### config.mk
export PLATFORM = sky130hd
export DESIGN_NAME = tfsr_regs
export DESIGN_NICKNAME = d
export VERILOG_FILES = /design/src/shared/tfsr_pkg.sv /design/src/verilog/tfsr_regs.sv /design/src/verilog/tfsr_i2c_slave.sv
export SDC_FILE = /design/constraint.sdc
export NUM_CORES = 1
export LEC_CHECK = 0
export BUFFER_PORTS_ARGS = -buffer_cell sky130_fd_sc_hd__buf_2
export CAP_MARGIN = 20
export CORE_MARGIN = 3
export CORE_UTILIZATION = 50
export DETAILED_ROUTE_END_ITERATION = 16
export PLACE_DENSITY = 0.75
export SLEW_MARGIN = 15
export SYNTH_ARGS = -nofsm -noshare
export SYNTH_HDL_FRONTEND = slang
export SYNTH_SLANG_ARGS = --single-unit
export TNS_END_PERCENT = 50
### constraint.sdc
create_clock -name mclk -period 2.85 [get_ports mclk]
set_input_delay 0.57 -clock mclk [delete_from_list [all_inputs] [get_ports mclk]]
set_output_delay 0.57 -clock mclk [all_outputs]
set_load 0.01 [all_outputs]
### src/shared/tfsr_pkg.sv
// Register map, field layout, timing constants and shared types of the fault/status bank
package tfsr_pkg;

   // ------------------------------------------------------------
   // Register offsets
   // ------------------------------------------------------------
   localparam logic [7:0] ADDR_FLAGS  = 8'h00;
   localparam logic [7:0] ADDR_MASK   = 8'h01;
   localparam logic [7:0] ADDR_LIVE   = 8'h02;
   localparam logic [7:0] ADDR_INTEG  = 8'h03;
   localparam logic [7:0] ADDR_REINIT = 8'h04;
   localparam logic [7:0] ADDR_LIMIT  = 8'h05;
   localparam logic [7:0] ADDR_LAST   = ADDR_LIMIT;

   // ------------------------------------------------------------
   // Field positions and reset values
   // ------------------------------------------------------------
   localparam int         BIT_PWR    = 7;
   localparam int         BIT_WAKE   = 6;
   localparam int         BIT_DRVF   = 4;
   localparam int         BIT_CORR   = 7;
   localparam int         BIT_REINIT = 7;
   localparam logic [7:0] MASK_USED  = 8'h5F;
   localparam logic [7:0] MASK_RST   = 8'h00;
   localparam logic [7:0] LIMIT_RST  = 8'h00;
   localparam logic [7:0] FLAG_RST   = 8'h00;

   // ------------------------------------------------------------
   // Timing
   // ------------------------------------------------------------
   localparam int CLK_NS    = 25;
   localparam int TICK_NS   = 1000;
   localparam int TICK_CYC  = (TICK_NS + CLK_NS - 1) / CLK_NS;
   localparam int WAKE_US   = 200;
   localparam int BLANK0_US = 128;
   localparam int BLANK1_US = 500;
   localparam int BLANK2_US = 1000;
   localparam int BLANK3_US = 5000;
   localparam int RETRY0_MS = 50;
   localparam int RETRY1_MS = 100;
   localparam int RETRY2_MS = 200;
   localparam int RETRY3_MS = 500;

   // Bus slave address, value is arbitrary
   localparam logic [6:0] BUS_ID = 7'h2A;

   // ------------------------------------------------------------
   // Types
   // ------------------------------------------------------------
   typedef struct packed {
      logic       wr;
      logic       rd;
      logic [7:0] addr;
      logic [7:0] wdata;
   } tfsr_bus_s;

   typedef struct packed {
      logic [1:0] level;
      logic       off;
      logic [1:0] blank;
      logic [1:0] retry_off_time_field;
      logic       retry_en;
   } tfsr_limit_s;

   typedef enum logic [2:0] {
      ST_IDLE = 3'b000,
      ST_ADDR = 3'b001,
      ST_AACK = 3'b011,
      ST_RX   = 3'b010,
      ST_RACK = 3'b110,
      ST_TX   = 3'b111,
      ST_TACK = 3'b101
   } tfsr_i2c_e;

endpackage

### src/verilog/tfsr_regs.sv
// Interrupt mask, live status, integrity, reinit and driver-limit register bank
// Function
// - Wake mask clear: interrupt pin active while wake flag is set.
// - Wake mask set: interrupt pin pulses about 200 us per wake.
// - Five fault masks: 0 lets flag drive interrupt, 1 blocks it.
// - Driver fault status is 1 during overcurrent lasting past the blanking time, or during thermal overload.
// - Supply warning status is 1 while supply is below 16 V.
// - Undervoltage status sets below 6 V, clears above 7 V.
// - Overheat status is 1 while die exceeds shutdown threshold.
// - Temperature warning sets above 140 C, clears below 125 C.
// - Corrupt flag: driver off, outputs tri-stated, 3.3 V forced, fixed clock.
// - Writing reinit bit restores all registers; the bit clears itself.
// - With limiting on, level field selects 50/100/200/250 mA.
// - Limit-off bit disables limiting and ignores the level field.
// - Blanking field selects 128 us, 500 us, 1 ms or 5 ms.
// - Auto-retry off-time field selects 50/100/200/500 ms.
// - Auto-retry disabled: driver switched off only for thermal overload.
// - Auto-retry enabled: a driver fault (overcurrent or thermal overload) disables driver for off-time, then re-enables.
// - Interrupt flags latch their events and clear when read.
// - Power-loss flag has no mask and always drives the interrupt.
module tfsr_regs
   import tfsr_pkg::*;
#(
   // Timings in 1 us ticks; shorten for simulation
   parameter logic [7:0]       WAKE_TICKS  = 8'(WAKE_US),
   parameter logic [3:0][12:0] BLANK_TICKS = {13'(BLANK3_US), 13'(BLANK2_US),
                                              13'(BLANK1_US), 13'(BLANK0_US)},
   parameter logic [3:0][18:0] RETRY_TICKS = {19'(RETRY3_MS * 1000), 19'(RETRY2_MS * 1000),
                                              19'(RETRY1_MS * 1000), 19'(RETRY0_MS * 1000)}
) (
   // Clock and reset
   input  wire logic       mclk,
   input  wire logic       resetn,
   // Two-wire host bus
   input  wire logic       scl,
   input  wire logic       sda_in,
   output logic            sda_out,
   output logic            sda_oe,
   // Line levels and comparators
   input  wire logic       line_low,
   input  wire logic       aux_low,
   input  wire logic       drv_overcurrent,
   input  wire logic       drv_overtemp,
   input  wire logic       supply_below_16v,
   input  wire logic       supply_below_6v,
   input  wire logic       supply_above_7v,
   input  wire logic       die_above_shutdown,
   input  wire logic       die_above_140c,
   input  wire logic       die_below_125c,
   // Event pulses
   input  wire logic       wake_detect,
   input  wire logic       power_loss_event,
   input  wire logic       corrupt_event,
   // Driver control
   output logic            drv_enable,
   output logic [1:0]      limit_level_field,
   output logic            limit_off_bit,
   // Safe-state controls
   output logic            rx_oe,
   output logic            aux_input_logic_out_oe,
   output logic            regulator_3v3_force,
   output logic            clk_fixed_sel,
   // Interrupt / wake pin
   output logic            interrupt_wake_out_n
);

   tfsr_bus_s   bus;
   tfsr_limit_s limit_ff,  nxt_limit;
   logic [7:0]  mask_ff,   nxt_mask;
   logic [7:0]  flags_ff,  nxt_flags;
   logic [7:0]  prev_ff,   nxt_prev;
   logic [7:0]  wake_ff,   nxt_wake;
   logic [5:0]  tick_ff,   nxt_tick;
   logic [12:0] blank_ff,  nxt_blank;
   logic [18:0] retry_ff,  nxt_retry;
   logic        uv_ff,     nxt_uv;
   logic        twarn_ff,  nxt_twarn;
   logic        off_ff,    nxt_off;
   logic        corr_ff,   nxt_corr;
   logic        reinit_ff, nxt_reinit;
   logic        por_ff;
   logic [7:0]  live, ev, rd_data;
   logic        tick, oc_fault, drv_fault, flag_rd;

   // ------------------------------------------------------------
   // Host bus slave
   // ------------------------------------------------------------
   tfsr_i2c_slave u_bus (
      .mclk    (mclk),
      .resetn  (resetn),
      .scl     (scl),
      .sda_in  (sda_in),
      .sda_out (sda_out),
      .sda_oe  (sda_oe),
      .bus     (bus),
      .rd_data (rd_data)
   );

   // ------------------------------------------------------------
   // Status conditioning
   // ------------------------------------------------------------
   assign tick = (tick_ff == 6'(TICK_CYC - 1));

   // Hysteresis is held here so comparator chatter cannot toggle the bits
   always_comb begin
      nxt_tick  = tick ? 6'h00 : tick_ff + 6'h01;
      nxt_uv    = uv_ff;
      nxt_twarn = twarn_ff;
      nxt_blank = blank_ff;
      nxt_prev  = live;
      if (supply_below_6v) nxt_uv = 1'b1;
      else if (supply_above_7v) nxt_uv = 1'b0;
      if (die_above_140c) nxt_twarn = 1'b1;
      else if (die_below_125c) nxt_twarn = 1'b0;
      // Overcurrent must persist for the blanking time to count
      if (!drv_overcurrent) nxt_blank = 13'h0000;
      else if (tick && !oc_fault) nxt_blank = blank_ff + 13'h0001;
   end

   always_ff @(posedge mclk or negedge resetn) begin
      if (!resetn) begin
         tick_ff  <= 6'h00;
         uv_ff    <= 1'b0;
         twarn_ff <= 1'b0;
         blank_ff <= 13'h0000;
         prev_ff  <= 8'h00;
      end else begin
         tick_ff  <= nxt_tick;
         uv_ff    <= nxt_uv;
         twarn_ff <= nxt_twarn;
         blank_ff <= nxt_blank;
         prev_ff  <= nxt_prev;
      end
   end

   assign oc_fault  = drv_overcurrent && (blank_ff >= BLANK_TICKS[limit_ff.blank]);
   assign drv_fault = oc_fault | drv_overtemp;

   // Live condition byte
   assign live = {line_low, aux_low, 1'b0, drv_fault,
                  supply_below_16v,
                  uv_ff,
                  die_above_shutdown,
                  twarn_ff};

   // ------------------------------------------------------------
   // Driver off-time and retry
   // ------------------------------------------------------------
   always_comb begin
      nxt_off   = off_ff;
      nxt_retry = retry_ff;
      if (!limit_ff.retry_en) begin
         nxt_off   = 1'b0;
         nxt_retry = 19'h00000;
      end else if (!off_ff) begin
         if (drv_fault) begin
            nxt_off   = 1'b1;
            nxt_retry = 19'h00000;
         end
      end else if (retry_ff >= RETRY_TICKS[limit_ff.retry_off_time_field]) begin
         nxt_off = 1'b0;
      end else if (tick) begin
         nxt_retry = retry_ff + 19'h00001;
      end
   end

   always_ff @(posedge mclk or negedge resetn) begin
      if (!resetn) begin
         off_ff   <= 1'b0;
         retry_ff <= 19'h00000;
      end else begin
         off_ff   <= nxt_off;
         retry_ff <= nxt_retry;
      end
   end

   // Without retry only thermal overload stops the driver; current is limited instead
   assign drv_enable = !corr_ff &&
                       (limit_ff.retry_en ? !off_ff
                                          : !drv_overtemp);
   // Analog limiter reads level only while off is clear
   assign limit_level_field = limit_ff.level;
   assign limit_off_bit     = limit_ff.off;

   // ------------------------------------------------------------
   // Registers, flags and wake pulse
   // ------------------------------------------------------------
   assign flag_rd = bus.rd && bus.addr == ADDR_FLAGS;

   // Rising edges of live faults latch; corruption also reports as power loss
   assign ev = {power_loss_event | por_ff | (corrupt_event & ~corr_ff),
                wake_detect, 1'b0,
                live[4:0] & ~prev_ff[4:0]};

   always_comb begin
      nxt_mask   = mask_ff;
      nxt_limit  = limit_ff;
      nxt_flags  = flags_ff;
      nxt_wake   = wake_ff;
      nxt_reinit = bus.wr && bus.addr == ADDR_REINIT && bus.wdata[BIT_REINIT];
      nxt_corr   = corrupt_event | (corr_ff & ~reinit_ff);
      if (reinit_ff) begin
         nxt_mask  = MASK_RST;
         nxt_limit = tfsr_limit_s'(LIMIT_RST);
         nxt_flags = FLAG_RST;
      end else if (bus.wr) begin
         // Read-only offsets fall through untouched
         if (bus.addr == ADDR_MASK) nxt_mask = bus.wdata & MASK_USED;
         if (bus.addr == ADDR_LIMIT) nxt_limit = tfsr_limit_s'(bus.wdata);
      end
      if (flag_rd) nxt_flags = FLAG_RST;
      nxt_flags = nxt_flags | ev;
      if (wake_detect && mask_ff[BIT_WAKE]) nxt_wake = WAKE_TICKS;
      else if (tick && wake_ff != 8'h00) nxt_wake = wake_ff - 8'h01;
   end

   always_ff @(posedge mclk or negedge resetn) begin
      if (!resetn) begin
         mask_ff   <= MASK_RST;
         limit_ff  <= tfsr_limit_s'(LIMIT_RST);
         flags_ff  <= FLAG_RST;
         wake_ff   <= 8'h00;
         corr_ff   <= 1'b0;
         reinit_ff <= 1'b0;
         por_ff    <= 1'b1;
      end else begin
         mask_ff   <= nxt_mask;
         limit_ff  <= nxt_limit;
         flags_ff  <= nxt_flags;
         wake_ff   <= nxt_wake;
         corr_ff   <= nxt_corr;
         reinit_ff <= nxt_reinit;
         por_ff    <= 1'b0;
      end
   end

   // Read mux; unmapped offsets read zero
   always_comb begin
      case (bus.addr)
         ADDR_FLAGS:  rd_data = flags_ff;
         ADDR_MASK:   rd_data = mask_ff;
         ADDR_LIVE:   rd_data = live;
         ADDR_INTEG:  rd_data = {corr_ff, 7'h00};
         ADDR_REINIT: rd_data = {reinit_ff, 7'h00};
         ADDR_LIMIT:  rd_data = limit_ff;
         default:     rd_data = 8'h00;
      endcase
   end

   // ------------------------------------------------------------
   // Pin outputs
   // ------------------------------------------------------------
   // Mask bit 7 never stores, so the power-loss flag always passes
   assign interrupt_wake_out_n = ~(|(flags_ff & ~mask_ff)
                                   | (wake_ff != 8'h00));
   assign rx_oe                  = ~corr_ff;
   assign aux_input_logic_out_oe = ~corr_ff;
   assign regulator_3v3_force    = corr_ff;
   assign clk_fixed_sel          = corr_ff;
endmodule // tfsr_regs

### src/verilog/tfsr_i2c_slave.sv
// Two-wire bus slave turning byte transfers into register strobes
module tfsr_i2c_slave
   import tfsr_pkg::*;
(
   // Clock and reset
   input  wire logic       mclk,
   input  wire logic       resetn,
   // Bus pins, sampled on mclk
   input  wire logic       scl,
   input  wire logic       sda_in,
   output logic            sda_out,
   output logic            sda_oe,
   // Register side
   output tfsr_bus_s       bus,
   input  wire logic [7:0] rd_data
);

   tfsr_i2c_e  st_ff,  nxt_st;
   logic [7:0] sh_ff,  nxt_sh;
   logic [7:0] ptr_ff, nxt_ptr;
   logic [3:0] cnt_ff, nxt_cnt;
   logic       scl_ff, sda_ff;
   logic       rw_ff,  nxt_rw;
   logic       pok_ff, nxt_pok;
   logic       ack_ff, nxt_ack;
   logic       rise, fall, start, stop;

   // Pins are synchronous, so one sample is enough for edges
   assign rise  = scl & ~scl_ff;
   assign fall  = ~scl & scl_ff;
   assign start = scl & scl_ff & sda_ff & ~sda_in;
   assign stop  = scl & scl_ff & ~sda_ff & sda_in;

   // ------------------------------------------------------------
   // Byte engine
   // ------------------------------------------------------------
   always_comb begin
      nxt_st    = st_ff;
      nxt_sh    = sh_ff;
      nxt_ptr   = ptr_ff;
      nxt_cnt   = cnt_ff;
      nxt_rw    = rw_ff;
      nxt_pok   = pok_ff;
      nxt_ack   = ack_ff;
      bus       = '0;
      bus.addr  = ptr_ff;
      bus.wdata = sh_ff;
      if (start) begin
         nxt_st  = ST_ADDR;
         nxt_cnt = 4'h0;
      end else if (stop) begin
         nxt_st = ST_IDLE;
      end else begin
         unique case (st_ff)
            ST_IDLE: ;
            ST_ADDR, ST_RX: begin
               if (rise) begin
                  nxt_sh  = {sh_ff[6:0], sda_in};
                  nxt_cnt = cnt_ff + 4'h1;
               end else if (fall && cnt_ff == 4'h8) begin
                  nxt_cnt = 4'h0;
                  nxt_st  = ST_RACK;
                  if (st_ff == ST_ADDR) begin
                     nxt_rw  = sh_ff[0];
                     nxt_ack = (sh_ff[7:1] == BUS_ID);
                     nxt_st  = nxt_ack ? ST_AACK : ST_IDLE;
                     // A write transfer always opens with a fresh pointer
                     if (nxt_ack && !sh_ff[0]) nxt_pok = 1'b0;
                  end else if (!pok_ff) begin
                     nxt_ptr = sh_ff;
                     nxt_ack = (sh_ff <= ADDR_LAST);
                     nxt_pok = nxt_ack;
                  end else begin
                     bus.wr  = 1'b1;
                     nxt_ptr = ptr_ff + 8'h01;
                     nxt_ack = 1'b1;
                  end
               end
            end
            ST_RACK: begin
               if (fall) nxt_st = ack_ff ? ST_RX : ST_IDLE;
            end
            ST_TX: begin
               if (rise) begin
                  nxt_cnt = cnt_ff + 4'h1;
               end else if (fall && cnt_ff == 4'h8) begin
                  nxt_st  = ST_TACK;
                  nxt_cnt = 4'h0;
               end else if (fall) begin
                  nxt_sh = {sh_ff[6:0], 1'b0};
               end
            end
            ST_AACK, ST_TACK: begin
               if (rise && st_ff == ST_TACK) begin
                  nxt_ack = ~sda_in;
               end else if (fall) begin
                  if (!rw_ff) begin
                     nxt_st = ST_RX;
                  end else if (ack_ff) begin
                     bus.rd  = 1'b1;
                     nxt_sh  = rd_data;
                     nxt_ptr = ptr_ff + 8'h01;
                     nxt_st  = ST_TX;
                  end else begin
                     nxt_st = ST_IDLE;
                  end
               end
            end
            default: nxt_st = ST_IDLE;
         endcase
      end
   end

   always_ff @(posedge mclk or negedge resetn) begin
      if (!resetn) begin
         st_ff  <= ST_IDLE;
         sh_ff  <= 8'h00;
         ptr_ff <= 8'h00;
         cnt_ff <= 4'h0;
         scl_ff <= 1'b1;
         sda_ff <= 1'b1;
         rw_ff  <= 1'b0;
         pok_ff <= 1'b0;
         ack_ff <= 1'b0;
      end else begin
         st_ff  <= nxt_st;
         sh_ff  <= nxt_sh;
         ptr_ff <= nxt_ptr;
         cnt_ff <= nxt_cnt;
         scl_ff <= scl;
         sda_ff <= sda_in;
         rw_ff  <= nxt_rw;
         pok_ff <= nxt_pok;
         ack_ff <= nxt_ack;
      end
   end

   // Open drain: only ever pulls low
   assign sda_out = 1'b0;
   assign sda_oe  = (st_ff == ST_AACK) | (st_ff == ST_RACK & ack_ff) |
                    (st_ff == ST_TX & ~sh_ff[7]);

endmodule // tfsr_i2c_slave

==> Word level (Yosys, flattened, before mapping) <==
Cells that the tools add are included.
Widths: inputs -> output; s select.
{ "op_classes": {"n_eq_ne": 40, "n_reduce_logical": 43, "order_cmp": 5, "bitwise": 34, "muxes": 90, "addsub": 6} }
{ "op_table": {"columns": ["operator", "n"], "rows": [
  ["$mux 8", 26],
  ["$mux 19", 6],
  ["$pmux 8 s6", 1],
  ["$mux 13", 3],
  ["$bmux 19 s2", 1],
  ["$mux 3", 12],
  ["$bmux 13 s2", 1],
  ["$mux 1", 26],
  ["$pmux 8 s3", 1],
  ["$mux 4", 5],
  ["$add 19x1->19 const B", 1],
  ["$ge 19x19->1", 1],
  ["$ne 2x1->1 const B", 9],
  ["$reduce_and 6->1", 3],
  ["$eq 8x2->1 const B", 2],
  ["$eq 8x3->1 const B", 2],
  ["$ne 4x1->1 const B", 4],
  ["$pmux 8 s2", 1],
  ["$reduce_bool 2->1", 8],
  ["$pmux 3 s5", 1],
  ["$add 13x1->13 const B", 1],
  ["$ge 13x13->1", 1],
  ["$ne 2x2->1 const B", 6],
  ["$and 1x1->1", 11],
  ["other kinds (42)", 85]
]} }
{ "totals": {"inputBits": 17, "word_cells": 245, "reg_bits": 109} }

==> Longest topological paths before layout <==
{ "depth": {"ltp_word": 11, "ltp_mapped": 12, "ltp_nobuf": 11} }

==> By module <==
Synthesis repeated with hierarchy kept, for this count alone.
{ "hier_totals": {"hier_cells": 706, "area_unflattened_um2": 6533.8} }
{ "by_module_without_submodules": {"columns": ["mod", "n_inst", "area_each_um2", "seq_area_each_um2", "cells_per_inst"], "rows": [
  ["tfsr_regs", 1, 4668.2, 1953.1, 499],
  ["tfsr_i2c_slave", 1, 1865.5, 703.2, 207]
]} }

==> Worst setup path before layout <==
No wires, ideal clock.
{ "synth_path": {"path_kind": "register to register", "startpoint": "reg limit_ff[4] (netlist name)", "endpoint": "reg blank_ff[9]", "t_arrival_ns": 2.699, "stages_incl_launch_ff": 11, "setup_slack_ns": 0.073, "period_less_slack_ns": 2.777, "t_required_ns": 2.772, "path_cell_list": "dfrtp_1 > inv_1 > ha_1 > ha_1 > or3_1 > o211ai_2 > o211ai_4 > or4_1 > buf_2 > or4_1 > a21oi_1"} }
{ "synth_via": {"elab_chain_cells": 7} }
{ "synth_lines": {"columns": ["element", "line", "rtl"], "rows": [
  ["start, declared", "tfsr_regs.sv:68", "tfsr_limit_s limit_ff, nxt_limit;"],
  ["start signal, assigned", "tfsr_regs.sv:220", "limit_ff <= tfsr_limit_s'(LIMIT_RST);"],
  ["start signal, assigned", "tfsr_regs.sv:228", "limit_ff <= nxt_limit;"],
  ["$bmux 13 s2", "tfsr_regs.sv:136", "assign oc_fault = drv_overcurrent && (blank_ff >= BLANK_TICKS[limit_ff.blank]);"],
  ["$mux 13 (implied by the code)", "tfsr_regs.sv:136", null],
  ["$ge 13x13->1", "tfsr_regs.sv:136", null],
  ["$logic_and 1x1->1", "tfsr_regs.sv:136", null],
  ["$logic_not 1->1", "tfsr_regs.sv:117", "else if (tick && !oc_fault) nxt_blank = blank_ff + 13'h0001;"],
  ["$logic_and 1x1->1", "tfsr_regs.sv:117", null],
  ["$ne 2x1->1 (no source line)", null, null],
  ["end signal, assigned", "tfsr_regs.sv:131", "blank_ff <= nxt_blank;"],
  ["end, declared", "tfsr_regs.sv:74", "logic [12:0] blank_ff, nxt_blank;"]
]} }
Every way passes these cells. The select of a mux whose other input is x is not followed.
A chain may end at the register's enable or synchronous reset.

==> Worst setup path in the final report <==
{ "layout_path": {"startpoint": "reg limit_ff[4] (netlist name)", "endpoint": "reg retry_ff[18]"} }
{ "layout_via": {"elab_chain_cells": 7} }
{ "layout_lines": {"columns": ["element", "line", "rtl"], "rows": [
  ["$bmux 13 s2", "tfsr_regs.sv:136", null],
  ["$mux 13 (implied by the code)", "tfsr_regs.sv:136", null],
  ["$ge 13x13->1", "tfsr_regs.sv:136", null],
  ["$logic_and 1x1->1", "tfsr_regs.sv:136", null],
  ["$or 1x1->1", "tfsr_regs.sv:137", "assign drv_fault = oc_fault | drv_overtemp;"],
  ["$ne 3x1->1 (no source line)", null, null],
  ["$reduce_and 3->1 (no source line)", null, null],
  ["end signal, assigned", "tfsr_regs.sv:173", "retry_ff <= nxt_retry;"],
  ["end, declared", "tfsr_regs.sv:75", "logic [18:0] retry_ff, nxt_retry;"]
]} }
Every way passes these cells. The select of a mux whose other input is x is not followed.

==> results.ini <==
[layout]
design_area_mm2=0.00729
area_growth_pct=13.0
antennaDiodeCount=0
final_nets=810
fillers=1060
drive_gt1_frac=0.142
final_util=0.592
layout_commonest_cell=dfrtp_1
final_cell_mix=dfrtp_1 (101), a21oi_1 (68), nand2_1 (64), nor2_1 (47)

[floorplan]
initial_core_util=0.524
die_w_um=120
dieArea_mm2=0.0143
io_pins=28
core_mm2=0.0123
die_h_um=120
core.rowCount=40

[critical_path]
crit_fanout=6
path_delay_family=simple AND/OR/NAND/NOR gates
start_kind=flop
worstSetupPathType=reg -> reg
slowest_stage=or4_1
reg2reg_setup_slack_ps=60
critPathMaxStageDelay_ps=510
rr_startpoint=limit_ff[4]$_DFFE_PN0P_
r2r_cells=10
worstPathArrival_ps=3070
reg2reg_to=retry_ff[18]$_DFFE_PN0P_
end_kind=flop
required_ps=3120
crit_buf_inv=3
path_cells=inv_2, ha_2, nor3_1, o2111ai_4, o211ai_4, buf_6, a2111oi_4, buf_4, or4_1, a21oi_1

[yosys]
syn_area_mm2=0.00645
ys_types=70
ys_ff_latch=106
syn_inst=724
synth-edff-count=0
avgSynthCellArea_um2=8.91
async_flop_share=1.00
ys_warn_count=0
synth_ff_type=dfrtp_1
yosysSeqAreaShare=0.412

[detailed_routing]
drtIter0Drc=447
viasPerCell=6.19
top_layer_used=met4
vias=5730
drc=0
wl_met1_um=6700
wl_um=16300
firstDrtPassIters=5
met3WireLength_um=954
ant_nets=0
wl_met2_um=8340
routedWlPerCell_um=17.6

[clock_network]
cts-root-buf=clkbuf_16
clkSlewWorstSetupHoldPaths_ps=70
h-tree-depth=3
cts_tree=built
cts_buffer_depth=2
ctsHoldBuffers=0
clock_sinks=106
cts_made_buffers=9
clk-insertion-delay-late_ps=350

[power]
p_leak_nw=3.06
ir_drop_uv=466
p_per_area_mw_per_mm2=495

[global_routing]
grt_pass1_vias=5630
track_usage=0.231
antenna_found_initial=0
grt_overflow=0
grt_max_degree=44
grt_pass1_wl_um=27000

[timing]
slew_headroom=0.437
drv_slew=0
fin_crit_ps=2790
fin_worst_skew_ps=6.01
rsz0062_at_grt=yes
timing.final.crit_share=0.979
fmax_mhz=358
setup_violations=0
tightestPinTransition_ps=839
finalHoldViolCount=0
whs_ps=159

[place]
place_area_mm2=0.00682
dp.final_hpwl_um=11500
io_buffer_count=26
routabilityCongestion=0.902

[outcome]
run_status=completed

[min_path]
hold_path_class=in -> async

[job]
cap_viol_max_count=0

-- cell usage after synthesis (4+ instances only) --
library cell / count / share of area
a211oi_1: 7 / 0.0081
a21o_1: 5 / 0.0058
a21oi_1: 71 / 0.055
a22o_1: 12 / 0.016
a31oi_1: 5 / 0.0048
a32oi_1: 4 / 0.0054
and2_1: 5 / 0.0048
and3_1: 11 / 0.011
buf_4: 5 / 0.0058
clkbuf_1: 26 / 0.015
dfrtp_1: 103 / 0.40
ha_1: 40 / 0.078
inv_1: 47 / 0.027
mux2_2: 11 / 0.019
nand2_1: 64 / 0.037
nand2b_1: 8 / 0.0078
nand3_1: 32 / 0.025
nand3b_1: 6 / 0.0070
nand4_1: 6 / 0.0058
nor2_1: 47 / 0.027
nor2b_1: 6 / 0.0058
nor3_1: 21 / 0.016
nor4_1: 11 / 0.011
o211ai_1: 7 / 0.0081
o21ai_0: 46 / 0.036
o21bai_1: 4 / 0.0047
o31ai_1: 15 / 0.017
or3_1: 10 / 0.0097
or4_1: 13 / 0.015
xnor2_1: 11 / 0.015
xor2_1: 6 / 0.0081
-- timing repair --
action                                  in CTS  in global routing
endpoints found under the hold margin        0                  0
pin swaps                                    0                  8
setup buffers                                1                  3
gates resized for setup                      1                 24
gates cloned                                 0                  1
endpoints found under the setup margin       3                 25
-- stage by stage --
step	worst slack, ps	TNS [ps]	cells	total power, mW
after floorplan	73.2	0	725	2.13
final	58.5	0	926	3.61
after CTS	15.2	0	922	3.63
after global placement	111	0	905	2.32
after global routing	-31.4	-80.4	926	3.79
after detailed placement	-28.9	-55.4	905	2.35
-- where the power goes --
part	switching (mW)	internal (mW)	leakage, nW
Combinational	0.335	0.246	1.56
Sequential	0.174	1.59	1.35
Clock	0.570	0.694	0.146
Total	1.08	2.53	3.06
-- worst max-delay path by stage --
stage | from | endpoint | slack [ps] | cells past startpoint
final | limit_ff[4]$_DFFE_PN0P_ | retry_ff[18]$_DFFE_PN0P_ | 60 | 10
after global routing | limit_ff[4]$_DFFE_PN0P_ | retry_ff[8]$_DFFE_PN0P_ | -30 | 10
after CTS | limit_ff[1]$_DFFE_PN0P_ | retry_ff[10]$_DFFE_PN0P_ | 20 | 11
after detailed placement | limit_ff[4]$_DFFE_PN0P_ | blank_ff[7]$_DFFE_PN0P_ | -30 | 10
after global placement | limit_ff[4]$_DFFE_PN0P_ | blank_ff[11]$_DFFE_PN0P_ | 110 | 9
after floorplan | limit_ff[4]$_DFFE_PN0P_ | blank_ff[9]$_DFFE_PN0P_ | 70 | 10
-- routing by layer --
| layer | vias to the layer above | GRT usage |
|---|---|---|
| li1 | 2692 | - |
| met2 | 197 | 0.391 |
| met1 | 2810 | 0.291 |
| met4 | 0 | 0.0809 |
| met5 | - | 0 |
| met3 | 31 | 0.0537 |
-- area by class of cell --
type                            count  area [µm²]  share of cell area
Multi-Input combinational cell    537        3590               0.492
Clock inverter                      6        73.8              0.0101
Inverter                           47         176              0.0242
Clock buffer                       10         229              0.0314
Sequential cell                   106        2660               0.365
Timing Repair Buffer               52         352              0.0482
Tap cell                          168         210              0.0288
-- sequential cells by signal, summed over array words and instances (netlist names), 2 cells and up --
signal	flops
u_bus.ptr_ff	8
mask_ff	6
tick_ff	6
u_bus.st_ff	3
prev_ff	5
retry_ff	19
flags_ff	7
blank_ff	13
limit_level_field	2
limit_ff	5
u_bus.cnt_ff	4
u_bus.sh_ff	8
wake_ff	8
-- cells by family (layout without fill, tap and decap cells) --
group,Yosys count,after routing,share of synthesized area
and+or+nand+nor,252,252,0.199
AOI/OAI and AO/OA,211,211,0.211
DFF,106,106,0.412
buffers and inverters,82,115,0.0508
adders and majority gates,41,41,0.0791
xor gates and xnor gates,17,17,0.0231
muxes,14,14,0.0239
other,1,2,0.000581
No activity file was read; power rests on OpenSTA's default activity.
